**src/rtl/lcdpg_map.svh**
```systemverilog
// offsets, field positions, reset values and timing counts of the segment/port select block
// assumes: included by bare name from the rtl and tb files of this block
//
// Summary of operation
// - select flag one makes group port output
// - bit 0 switches lines 26..29 (group f)
// - bit 1 switches lines 22..25 (group e)
// - bit 2 switches lines 16..21 (group x)
// - bit 3 switches lines 0..15 (group y)
// - port value overrides segment and scan on y
// - drive waveforms only while display on
// - display off holds common and segment low
// - scan signals only while scan enable set
// - select flags in 4-bit rw register 11h
// - power-on, clock-stop clear; chip-enable keeps
// - half duty, half bias, 2 ms phases
`ifndef LCDPG_MAP_SVH
`define LCDPG_MAP_SVH

// ----------------------------------------
// register indices (byte address = index * 4)
// ----------------------------------------
`define LCDPG_IDX_SEL 8'h11
`define LCDPG_IDX_MODE 8'h12
`define LCDPG_IDX_PORT_F 8'h13
`define LCDPG_IDX_PORT_E 8'h14
`define LCDPG_IDX_PORT_X 8'h15
`define LCDPG_IDX_PORT_Y 8'h16
`define LCDPG_IDX_STATUS 8'h17

// ----------------------------------------
// field positions
// ----------------------------------------
`define LCDPG_SEL_F_BIT 0
`define LCDPG_SEL_E_BIT 1
`define LCDPG_SEL_X_BIT 2
`define LCDPG_SEL_Y_BIT 3
`define LCDPG_MODE_DRIVE_BIT 0
`define LCDPG_MODE_SCAN_BIT 1

// ----------------------------------------
// reset values
// ----------------------------------------
`define LCDPG_SEL_RST 4'h0
`define LCDPG_MODE_RST 2'h0
`define LCDPG_PORT_RST 16'h0000

// ----------------------------------------
// timing
// ----------------------------------------
`define LCDPG_CLK_KHZ 100000
`define LCDPG_PHASE_MS 2
`define LCDPG_FRAME_HZ 250
`define LCDPG_PHASE_CYC (`LCDPG_PHASE_MS * `LCDPG_CLK_KHZ)
`define LCDPG_SCAN_WIN_CYC 16

`endif

```
**src/rtl/lcdpg_pkg.sv**
```systemverilog
// types shared by the segment/port select block
// assumes: compiled before every module of the block
package lcdpg_pkg;

  // group select flags, bit 3 down to bit 0
  typedef struct packed {
    logic y;
    logic x;
    logic e;
    logic f;
  } lcdpg_sel_t;

  // mode register bits
  typedef struct packed {
    logic scan_source_on;
    logic display_drive_on;
  } lcdpg_mode_t;

  // level code of a three-level common pin
  typedef enum logic [1:0] {
    LCDPG_LVL_GND = 2'b00,
    LCDPG_LVL_HALF = 2'b01,
    LCDPG_LVL_FULL = 2'b10
  } lcdpg_lvl_t;

  // waveform slot sequence, 2 ms each
  typedef enum logic [1:0] {
    LCDPG_SLOT_A_POS = 2'b00,
    LCDPG_SLOT_B_POS = 2'b01,
    LCDPG_SLOT_A_NEG = 2'b10,
    LCDPG_SLOT_B_NEG = 2'b11
  } lcdpg_slot_t;

endpackage

```
**src/rtl/lcdpg_top.sv**
```systemverilog
// segment/port select and output gate of the lcd driver, with its apb register slave
// assumes: single 100 mhz clock; dot data, scan data and the two extra reset requests
// come from logic on the same clock, so they are not synchronised here
`timescale 1ns/1ps
`default_nettype none
`include "lcdpg_map.svh"
module lcdpg_top #(
  parameter int unsigned PHASE_CYC = `LCDPG_PHASE_CYC
) (
  // clock and power-on reset
  input wire logic clk,
  input wire logic rst,
  // further reset requests, one-cycle or level, same clock
  input wire logic clkstop_rst,
  input wire logic chipen_rst,
  // apb slave
  input wire logic psel,
  input wire logic penable,
  input wire logic pwrite,
  input wire logic [31:0] paddr,
  input wire logic [31:0] pwdata,
  input wire logic [3:0] pstrb,
  output logic [31:0] prdata,
  output logic pready,
  output logic pslverr,
  // dot data from the segment data registers, two dots per line
  input wire logic [29:0] dot_a,
  input wire logic [29:0] dot_b,
  // key scan source data for lines 0..15
  input wire logic [15:0] scan_source_line,
  // pins
  output lcdpg_pkg::lcdpg_lvl_t com0_ff,
  output lcdpg_pkg::lcdpg_lvl_t com1_ff,
  output logic [29:0] lcd_line_ff,
  output logic scan_active_ff
);

  // ----------------------------------------
  // register state
  // ----------------------------------------
  lcdpg_pkg::lcdpg_sel_t segment_port_group_select_ff;
  lcdpg_pkg::lcdpg_mode_t display_mode_control_ff;
  logic [3:0] port_f_ff;
  logic [3:0] port_e_ff;
  logic [5:0] port_x_ff;
  logic [15:0] wide_shared_port_ff;
  logic pready_ff;
  logic pslverr_ff;
  logic [31:0] prdata_ff;

  // ----------------------------------------
  // apb decode
  // ----------------------------------------
  logic setup_ph;
  logic wr_done;
  logic [7:0] idx;
  logic addr_ok;
  logic hit;
  logic [31:0] rd_mux;
  logic [15:0] wdata_m;
  lcdpg_pkg::lcdpg_slot_t slot;
  logic scan_win;

  assign setup_ph = psel & ~penable;
  // write lands on the edge that samples pready high
  assign wr_done = psel & penable & pready_ff & pwrite & ~pslverr_ff;
  assign idx = paddr[9:2];
  assign addr_ok = (paddr[1:0] == 2'h0) && (paddr[31:10] == 22'h00_0000);
  assign wdata_m = {{8{pstrb[1]}}, {8{pstrb[0]}}} & pwdata[15:0];

  // register hit check and read mux; unused upper bits read zero
  always_comb begin
    hit = addr_ok;
    rd_mux = 32'h0000_0000;
    case (idx)
      `LCDPG_IDX_SEL: rd_mux = {28'h000_0000, segment_port_group_select_ff};
      `LCDPG_IDX_MODE: rd_mux = {30'h0000_0000, display_mode_control_ff};
      `LCDPG_IDX_PORT_F: rd_mux = {28'h000_0000, port_f_ff};
      `LCDPG_IDX_PORT_E: rd_mux = {28'h000_0000, port_e_ff};
      `LCDPG_IDX_PORT_X: rd_mux = {26'h000_0000, port_x_ff};
      `LCDPG_IDX_PORT_Y: rd_mux = {16'h0000, wide_shared_port_ff};
      `LCDPG_IDX_STATUS: rd_mux = {28'h000_0000, scan_active_ff, display_mode_control_ff.display_drive_on, slot};
      default: hit = 1'b0;
    endcase
    if (!addr_ok) begin
      rd_mux = 32'h0000_0000;
    end
  end

  // zero-wait answer: ready rises in the first access cycle
  always_ff @(posedge clk) begin
    if (rst) begin
      pready_ff <= 1'b0;
      pslverr_ff <= 1'b0;
      prdata_ff <= 32'h0000_0000;
    end else if (setup_ph) begin
      pready_ff <= 1'b1;
      pslverr_ff <= ~hit | (pwrite & (idx == `LCDPG_IDX_STATUS));
      prdata_ff <= (pwrite || !hit) ? 32'h0000_0000 : rd_mux;
    end else begin
      pready_ff <= 1'b0;
      pslverr_ff <= 1'b0;
    end
  end

  assign pready = pready_ff;
  assign pslverr = pslverr_ff;
  assign prdata = prdata_ff;

  // ----------------------------------------
  // control registers
  // ----------------------------------------

  // group select; chip-enable reset leaves it alone on purpose
  always_ff @(posedge clk) begin
    if (rst || clkstop_rst) begin
      segment_port_group_select_ff <= `LCDPG_SEL_RST;
    end else if (wr_done && idx == `LCDPG_IDX_SEL && pstrb[0]) begin
      segment_port_group_select_ff <= pwdata[3:0];
    end
  end

  // mode flags; cleared by power-on and clock stop, kept by chip enable
  always_ff @(posedge clk) begin
    if (rst || clkstop_rst) begin
      display_mode_control_ff <= `LCDPG_MODE_RST;
    end else if (wr_done && idx == `LCDPG_IDX_MODE && pstrb[0]) begin
      display_mode_control_ff <= pwdata[1:0];
    end
  end

  // port output latches; byte lanes honoured
  always_ff @(posedge clk) begin
    if (rst) begin
      port_f_ff <= 4'h0;
      port_e_ff <= 4'h0;
      port_x_ff <= 6'h00;
      wide_shared_port_ff <= `LCDPG_PORT_RST;
    end else if (wr_done) begin
      if (idx == `LCDPG_IDX_PORT_F && pstrb[0]) begin
        port_f_ff <= wdata_m[3:0];
      end
      if (idx == `LCDPG_IDX_PORT_E && pstrb[0]) begin
        port_e_ff <= wdata_m[3:0];
      end
      if (idx == `LCDPG_IDX_PORT_X && pstrb[0]) begin
        port_x_ff <= wdata_m[5:0];
      end
      if (idx == `LCDPG_IDX_PORT_Y) begin
        if (pstrb[0]) begin
          wide_shared_port_ff[7:0] <= wdata_m[7:0];
        end
        if (pstrb[1]) begin
          wide_shared_port_ff[15:8] <= wdata_m[15:8];
        end
      end
    end
  end

  // chip-enable reset has no state of its own to clear here
  logic chipen_seen;
  assign chipen_seen = chipen_rst;

  // ----------------------------------------
  // waveform timing
  // ----------------------------------------
  lcdpg_wave #(
    .PHASE_CYC(PHASE_CYC)
  ) u_wave (
    .clk(clk),
    .rst(rst | chipen_seen),
    .run(display_mode_control_ff.display_drive_on | display_mode_control_ff.scan_source_on),
    .slot_ff(slot),
    .scan_win_ff(scan_win)
  );

  // scan only while enabled and inside the window
  logic scan_act;
  assign scan_act = display_mode_control_ff.scan_source_on & scan_win;

  // ----------------------------------------
  // per-group line selection
  // ----------------------------------------
  logic [29:0] line_nxt;

  lcdpg_pinsel #(
    .W(16)
  ) u_grp_y (
    .port_sel(segment_port_group_select_ff.y),
    .drive_on(display_mode_control_ff.display_drive_on),
    .scan_act(scan_act),
    .slot(slot),
    .port_val(wide_shared_port_ff),
    .scan_val(scan_source_line),
    .dot_a(dot_a[15:0]),
    .dot_b(dot_b[15:0]),
    .line(line_nxt[15:0])
  );

  lcdpg_pinsel #(
    .W(6)
  ) u_grp_x (
    .port_sel(segment_port_group_select_ff.x),
    .drive_on(display_mode_control_ff.display_drive_on),
    .scan_act(1'b0),
    .slot(slot),
    .port_val(port_x_ff),
    .scan_val(6'h00),
    .dot_a(dot_a[21:16]),
    .dot_b(dot_b[21:16]),
    .line(line_nxt[21:16])
  );

  lcdpg_pinsel #(
    .W(4)
  ) u_grp_e (
    .port_sel(segment_port_group_select_ff.e),
    .drive_on(display_mode_control_ff.display_drive_on),
    .scan_act(1'b0),
    .slot(slot),
    .port_val(port_e_ff),
    .scan_val(4'h0),
    .dot_a(dot_a[25:22]),
    .dot_b(dot_b[25:22]),
    .line(line_nxt[25:22])
  );

  lcdpg_pinsel #(
    .W(4)
  ) u_grp_f (
    .port_sel(segment_port_group_select_ff.f),
    .drive_on(display_mode_control_ff.display_drive_on),
    .scan_act(1'b0),
    .slot(slot),
    .port_val(port_f_ff),
    .scan_val(4'h0),
    .dot_a(dot_a[29:26]),
    .dot_b(dot_b[29:26]),
    .line(line_nxt[29:26])
  );

  // ----------------------------------------
  // common waveform
  // ----------------------------------------
  lcdpg_pkg::lcdpg_lvl_t com0_nxt;
  lcdpg_pkg::lcdpg_lvl_t com1_nxt;

  // each common is selected in its own slot, half level in the other's
  always_comb begin
    case (slot)
      lcdpg_pkg::LCDPG_SLOT_A_POS: begin
        com0_nxt = lcdpg_pkg::LCDPG_LVL_FULL;
        com1_nxt = lcdpg_pkg::LCDPG_LVL_HALF;
      end
      lcdpg_pkg::LCDPG_SLOT_B_POS: begin
        com0_nxt = lcdpg_pkg::LCDPG_LVL_HALF;
        com1_nxt = lcdpg_pkg::LCDPG_LVL_FULL;
      end
      lcdpg_pkg::LCDPG_SLOT_A_NEG: begin
        com0_nxt = lcdpg_pkg::LCDPG_LVL_GND;
        com1_nxt = lcdpg_pkg::LCDPG_LVL_HALF;
      end
      lcdpg_pkg::LCDPG_SLOT_B_NEG: begin
        com0_nxt = lcdpg_pkg::LCDPG_LVL_HALF;
        com1_nxt = lcdpg_pkg::LCDPG_LVL_GND;
      end
      default: begin
        com0_nxt = lcdpg_pkg::LCDPG_LVL_GND;
        com1_nxt = lcdpg_pkg::LCDPG_LVL_GND;
      end
    endcase
  end

  // ----------------------------------------
  // output registers
  // ----------------------------------------

  // commons follow the slot only while the display is on, else held low
  always_ff @(posedge clk) begin
    if (rst) begin
      com0_ff <= lcdpg_pkg::LCDPG_LVL_GND;
      com1_ff <= lcdpg_pkg::LCDPG_LVL_GND;
    end else if (display_mode_control_ff.display_drive_on) begin
      com0_ff <= com0_nxt;
      com1_ff <= com1_nxt;
    end else begin
      com0_ff <= lcdpg_pkg::LCDPG_LVL_GND;
      com1_ff <= lcdpg_pkg::LCDPG_LVL_GND;
    end
  end

  // lines registered so a select write shows one edge after it lands
  always_ff @(posedge clk) begin
    if (rst) begin
      lcd_line_ff <= 30'h0000_0000;
      scan_active_ff <= 1'b0;
    end else begin
      lcd_line_ff <= line_nxt;
      scan_active_ff <= scan_act & ~segment_port_group_select_ff.y;
    end
  end

endmodule
`default_nettype wire

```
**src/rtl/lcdpg_wave.sv**
```systemverilog
// slot timer of the display waveform: steps through four 2 ms slots
// assumes: one clock; run comes from registers on the same clock
`timescale 1ns/1ps
`default_nettype none
`include "lcdpg_map.svh"
module lcdpg_wave #(
  parameter int unsigned PHASE_CYC = `LCDPG_PHASE_CYC
) (
  // clock and reset
  input wire logic clk,
  input wire logic rst,
  // control
  input wire logic run,
  // timing state
  output lcdpg_pkg::lcdpg_slot_t slot_ff,
  output logic scan_win_ff
);

  logic [31:0] cnt_ff;
  lcdpg_pkg::lcdpg_slot_t nxt_slot;

  // next slot in sequence
  always_comb begin
    case (slot_ff)
      lcdpg_pkg::LCDPG_SLOT_A_POS: nxt_slot = lcdpg_pkg::LCDPG_SLOT_B_POS;
      lcdpg_pkg::LCDPG_SLOT_B_POS: nxt_slot = lcdpg_pkg::LCDPG_SLOT_A_NEG;
      lcdpg_pkg::LCDPG_SLOT_A_NEG: nxt_slot = lcdpg_pkg::LCDPG_SLOT_B_NEG;
      lcdpg_pkg::LCDPG_SLOT_B_NEG: nxt_slot = lcdpg_pkg::LCDPG_SLOT_A_POS;
      default: nxt_slot = lcdpg_pkg::LCDPG_SLOT_A_POS;
    endcase
  end

  // slot counter; held at the first slot while stopped so a restart is clean
  always_ff @(posedge clk) begin
    if (rst || !run) begin
      cnt_ff <= 32'h0000_0000;
      slot_ff <= lcdpg_pkg::LCDPG_SLOT_A_POS;
    end else if (cnt_ff == PHASE_CYC - 1) begin
      cnt_ff <= 32'h0000_0000;
      slot_ff <= nxt_slot;
    end else begin
      cnt_ff <= cnt_ff + 32'h0000_0001;
    end
  end

  // key scan window opens at the start of every slot
  always_ff @(posedge clk) begin
    if (rst || !run) begin
      scan_win_ff <= 1'b0;
    end else begin
      scan_win_ff <= (cnt_ff < 32'(`LCDPG_SCAN_WIN_CYC));
    end
  end

endmodule
`default_nettype wire

```
**src/rtl/lcdpg_pinsel.sv**
```systemverilog
// per-line choice among port latch, scan source and segment waveform
// assumes: all inputs come from logic on the same clock; output is registered by the caller
`timescale 1ns/1ps
`default_nettype none
module lcdpg_pinsel #(
  parameter int unsigned W = 4
) (
  // group controls
  input wire logic port_sel,
  input wire logic drive_on,
  input wire logic scan_act,
  input wire lcdpg_pkg::lcdpg_slot_t slot,
  // per-line values
  input wire logic [W-1:0] port_val,
  input wire logic [W-1:0] scan_val,
  input wire logic [W-1:0] dot_a,
  input wire logic [W-1:0] dot_b,
  // line level
  output logic [W-1:0] line
);

  genvar i;
  generate
    for (i = 0; i < W; i++) begin : g_line
      logic seg;
      // a lit dot sits opposite its common: low against a high common, high against a low one
      always_comb begin
        case (slot)
          lcdpg_pkg::LCDPG_SLOT_A_POS: seg = ~dot_a[i];
          lcdpg_pkg::LCDPG_SLOT_B_POS: seg = ~dot_b[i];
          lcdpg_pkg::LCDPG_SLOT_A_NEG: seg = dot_a[i];
          lcdpg_pkg::LCDPG_SLOT_B_NEG: seg = dot_b[i];
          default: seg = 1'b0;
        endcase
      end
      // port first, then scan window, then segment or low when display is off
      assign line[i] = port_sel ? port_val[i] :
                       scan_act ? scan_val[i] :
                       (drive_on & seg);
    end
  endgenerate

endmodule
`default_nettype wire

```
**config.mk**
```make
export PLATFORM = sky130hd
export DESIGN_NAME = lcdpg_top
export DESIGN_NICKNAME = d
export VERILOG_FILES = /design/src/rtl/lcdpg_pkg.sv /design/src/rtl/lcdpg_top.sv /design/src/rtl/lcdpg_wave.sv /design/src/rtl/lcdpg_pinsel.sv
export VERILOG_INCLUDE_DIRS = /design/src /design/src/rtl
export SDC_FILE = /design/constraint.sdc
export NUM_CORES = 1
export LEC_CHECK = 0
export BUFFER_PORTS_ARGS = -buffer_cell sky130_fd_sc_hd__buf_2
export CORE_MARGIN = 2
export CORE_UTILIZATION = 25
export DETAILED_ROUTE_END_ITERATION = 8
export PLACE_DENSITY = 0.54
export SLEW_MARGIN = 10
export SYNTH_ARGS = -nofsm -noshare
export SYNTH_HDL_FRONTEND = slang
export SYNTH_SLANG_ARGS = --single-unit
export TNS_END_PERCENT = 10
```
**constraint.sdc**
```tcl
create_clock -name clk -period 4 [get_ports clk]
set_input_delay 0.8 -clock clk [delete_from_list [all_inputs] [get_ports clk]]
set_output_delay 0.8 -clock clk [all_outputs]
set_load 0.01 [all_outputs]
```
==> run summary <==
Status - completed
Worst R2R Setup Slack - 1.55 ns
Data required, critical path - 4.25 ns
Worst-path clk slew - 0.06 ns
Fmax achieved - 409 MHz
DRT iter0 DRCs - 376
Final Skew - 0.00757 ns
Rel. slew slack - 31.0%
Layout Area Growth over Synthesis - 28.5%
DR pass1 iterations - 7
RSZ-0062 raised after global routing - no
Share of cells above drive strength 1 - 31.4%
CTS Buf Count - 17
Final ANT Viol Nets - 0
Nets - 991
Hold path start - prdata[0]$_SDFFE_PP0P_
Die Y - 159 um
Largest net degree at the start of global routing - 65
Vias in the first global route - 5,222
Hold WS - 0.453 ns
Die area - 0.0253 mm2
Final WL - 18.9 mm
FP Rows - 56
Port Buffers - 185
Hold path depth - 2
Pre-CTS setup slack - 1.22 ns
Total congestion overflow - 0
I/O pins - 220
Fin worst setup slack - 1.55 ns
Clock Sinks - 124
Initial antenna violation count - 5
Longest Clk Path Bufs - 2
Worst Max-Slew Pin Slew - 1.03 ns
Total of cells resized after clock tree synthesis - 0
WL/cell - 16.1 um
Core footprint - 0.0235 mm2
TritonCTS clock tree - done
Synth Area per Inst - 9.04 um2
Lkg Pwr - 3.41 nW
Die X - 159 um
Insertion delay to the later sink of the worst-skew pair - 0.42 ns
Cts hold-fix bufs - 0
Reg-to-reg startpoint - u_wave.slot_ff[1]$_SDFFE_PP0P_
Worst EP arrival - 2.70 ns
Total Routing Usage GR - 14.8%
Sequential fraction of the synthesis area - 41.2%
Reg-to-Reg End - lcd_line_ff[0]$_SDFF_PP0_
Largest fanout on the critical path - 17
Root buf cell - clkbuf_16
Worst Hold End - prdata[0]$_SDFFE_PP0P_
Cells along the critical path - inv_1, ha_1, buf_4, mux2_2, a211oi_1, a21oi_1, a222oi_1, nor2_1
Vias - 5,399
Worst Path Class, Setup - flip-flop to flip-flop
Mapped Cells - 666
DP Wirelength - 13.9 mm
First-pass GRT wire length - 29.2 mm
EDFF count, synth - 0
Register-to-Register Path Depth - 8
Post-synthesis cell type count - 46
Starting Density - 25.6%
Peak supply drop - 0.000187 V
Synth Warn # - 0
Setup TNS - 0 ns
Buffer count from post-CTS setup fixing - 0
Worst setup EP type - flip-flop
Tcrit/Tclk final - 61.2%
Asr flop ratio synth - 0%
Crit path from - u_wave.slot_ff[1]$_SDFFE_PP0P_
Crit start category - flip-flop
Max_cap viols - 0
Slowest CP cell - ha_1
Vias per cell - 4.62
H-tree levels - 4
Power Dens Cells - 375 mW/mm2
Routability cong. - 0.797
Crit-path max cell delay - 0.44 ns
Final min period - 2.45 ns
Slew Viols, Final - 0
Endpoints failing hold - 0
Mapped Area - 0.00602 mm2
Ys flop type - dfxtp_1
Residual DRC - 0
Yosys reg bits - 124
Hold Crit Class - flip-flop to flip-flop
# setup viols final - 0
-- cells in the mapped netlist (3+ instances only) --
master / count / area share, %
dfxtp_1: 124 / 41
nor2_1: 115 / 7.2
nand2_1: 53 / 3.3
mux2i_1: 50 / 8.3
clkbuf_1: 31 / 1.9
nand3_1: 25 / 2.1
a21oi_1: 22 / 1.8
mux2_2: 21 / 3.9
xor2_1: 20 / 2.9
buf_4: 19 / 2.4
a211oi_1: 18 / 2.2
a222oi_1: 16 / 2.7
nor4_1: 15 / 1.6
a32oi_1: 13 / 1.9
nand4_1: 11 / 1.1
a22o_1: 10 / 1.5
inv_1: 9 / 0.56
xnor2_1: 9 / 1.3
nor3_1: 8 / 0.66
o21ai_0: 8 / 0.66
a22oi_1: 7 / 0.87
ha_1: 7 / 1.5
nor2b_1: 7 / 0.73
and3_1: 6 / 0.62
buf_2: 5 / 0.42
buf_1: 4 / 0.25
mux4_2: 4 / 1.5
or3_1: 3 / 0.31
-- cells by family (layout without fill, tap and decap cells) --
| group | after synthesis | in the layout | share of synthesized area, % |
|---|---|---|---|
| simple gates | 266 | 266 | 21.8 |
| flops | 124 | 124 | 41.2 |
| compound gates | 94 | 94 | 11.6 |
| mux | 75 | 75 | 13.7 |
| buf+inv | 70 | 235 | 5.90 |
| xor+xnor | 29 | 29 | 4.22 |
| fa+ha+maj | 7 | 7 | 1.45 |
| other cells | 1 | 20 | 0.0623 |
-- placed cells by master, fill, tap and decap left out, types with 6 or more instances in the layout --
cell type / count
a211oi_1: 18
a21oi_1: 22
a222oi_1: 16
a22o_1: 10
a22oi_1: 7
a32oi_1: 13
and3_1: 6
buf_2: 185
buf_4: 9
clkbuf_16: 17
conb_1: 16
dfxtp_1: 124
ha_1: 6
inv_1: 9
inv_6: 8
mux2_2: 21
mux2i_1: 50
nand2_1: 53
nand3_1: 25
nand4_1: 11
nor2_1: 115
nor2b_1: 7
nor3_1: 8
nor4_1: 15
o21ai_0: 8
xnor2_1: 9
xor2_1: 20
-- metrics by stage --
step / total power [W] / cells / cell area, um2 / utilization [%]
finish: 0.00290 / 1169 / 7740 / 32.9
global route: 0.00301 / 1168 / 7740 / 32.9
CTS: 0.00295 / 1165 / 7730 / 32.8
detailed placement: 0.00141 / 1133 / 7150 / 30.4
global placement: 0.00140 / 1133 / 7150 / 30.4
floorplan: 0.00133 / 681 / 6080 / -
-- sequential cells by signal, summed over array words and instances, names as in the netlist, 2 cells and up --
register and cells:
u_wave.slot_ff 2, com0_ff 2, segment_port_group_select_ff 4, port_x_ff 6
wide_shared_port_ff 16, com1_ff 2, prdata 16, u_wave.cnt_ff 32
port_e_ff 4, lcd_line_ff 30, port_f_ff 4, display_mode_control_ff 2
-- report_power, final --
| group | internal (W) | switching (W) | total, W |
|---|---|---|---|
| clock network | 0.000876 | 0.000650 | 0.00153 |
| registers | 0.00124 | 0.000000331 | 0.00124 |
| logic | 0.0000658 | 0.0000763 | 0.000142 |
| total | 0.00218 | 0.000726 | 0.00290 |
-- layer usage --
layer | vias up | GRT usage (%) | part of all wire [%]
met5 | - | 0 | 0.069
met4 | 2 | 5.74 | 2.4
met1 | 2478 | 17.7 | 44
li1 | 2705 | - | -
met3 | 32 | 4.17 | 5.5
met2 | 182 | 25.0 | 48
-- worst max-delay path: cells and delay by family, from the launching register on --
kind,cells,cell delay (ns)
DFF,1,0.41
muxes,1,0.27
adders and majority gates,1,0.44
buffers and inverters,2,0.44
AOI/OAI and AO/OA,3,0.56
and+or+nand+nor,1,0.15
-- area by class of cell --
cell class	instances	area [um2]
Antenna cell	4	10.0
Clock inverter	15	153
Timing Repair Buffer	194	993
Tap cell	319	399
Sequential cell	124	2480
Multi-Input combinational cell	487	3240
Clock buffer	17	425
Inverter	9	33.8
Fill cell	2485	15800
-- worst max path at each step --
stage / to / cells after the start
finish: lcd_line_ff[0]$_SDFF_PP0_ / 8
global route: lcd_line_ff[19]$_SDFF_PP0_ / 6
global placement: prdata[13]$_SDFFE_PP0P_ / 6
floorplan: wide_shared_port_ff[10]$_SDFFE_PP0P_ / 6
CTS: lcd_line_ff[0]$_SDFF_PP0_ / 8
detailed placement: prdata[6]$_SDFFE_PP0P_ / 6
(Power assumes the default switching activity.)
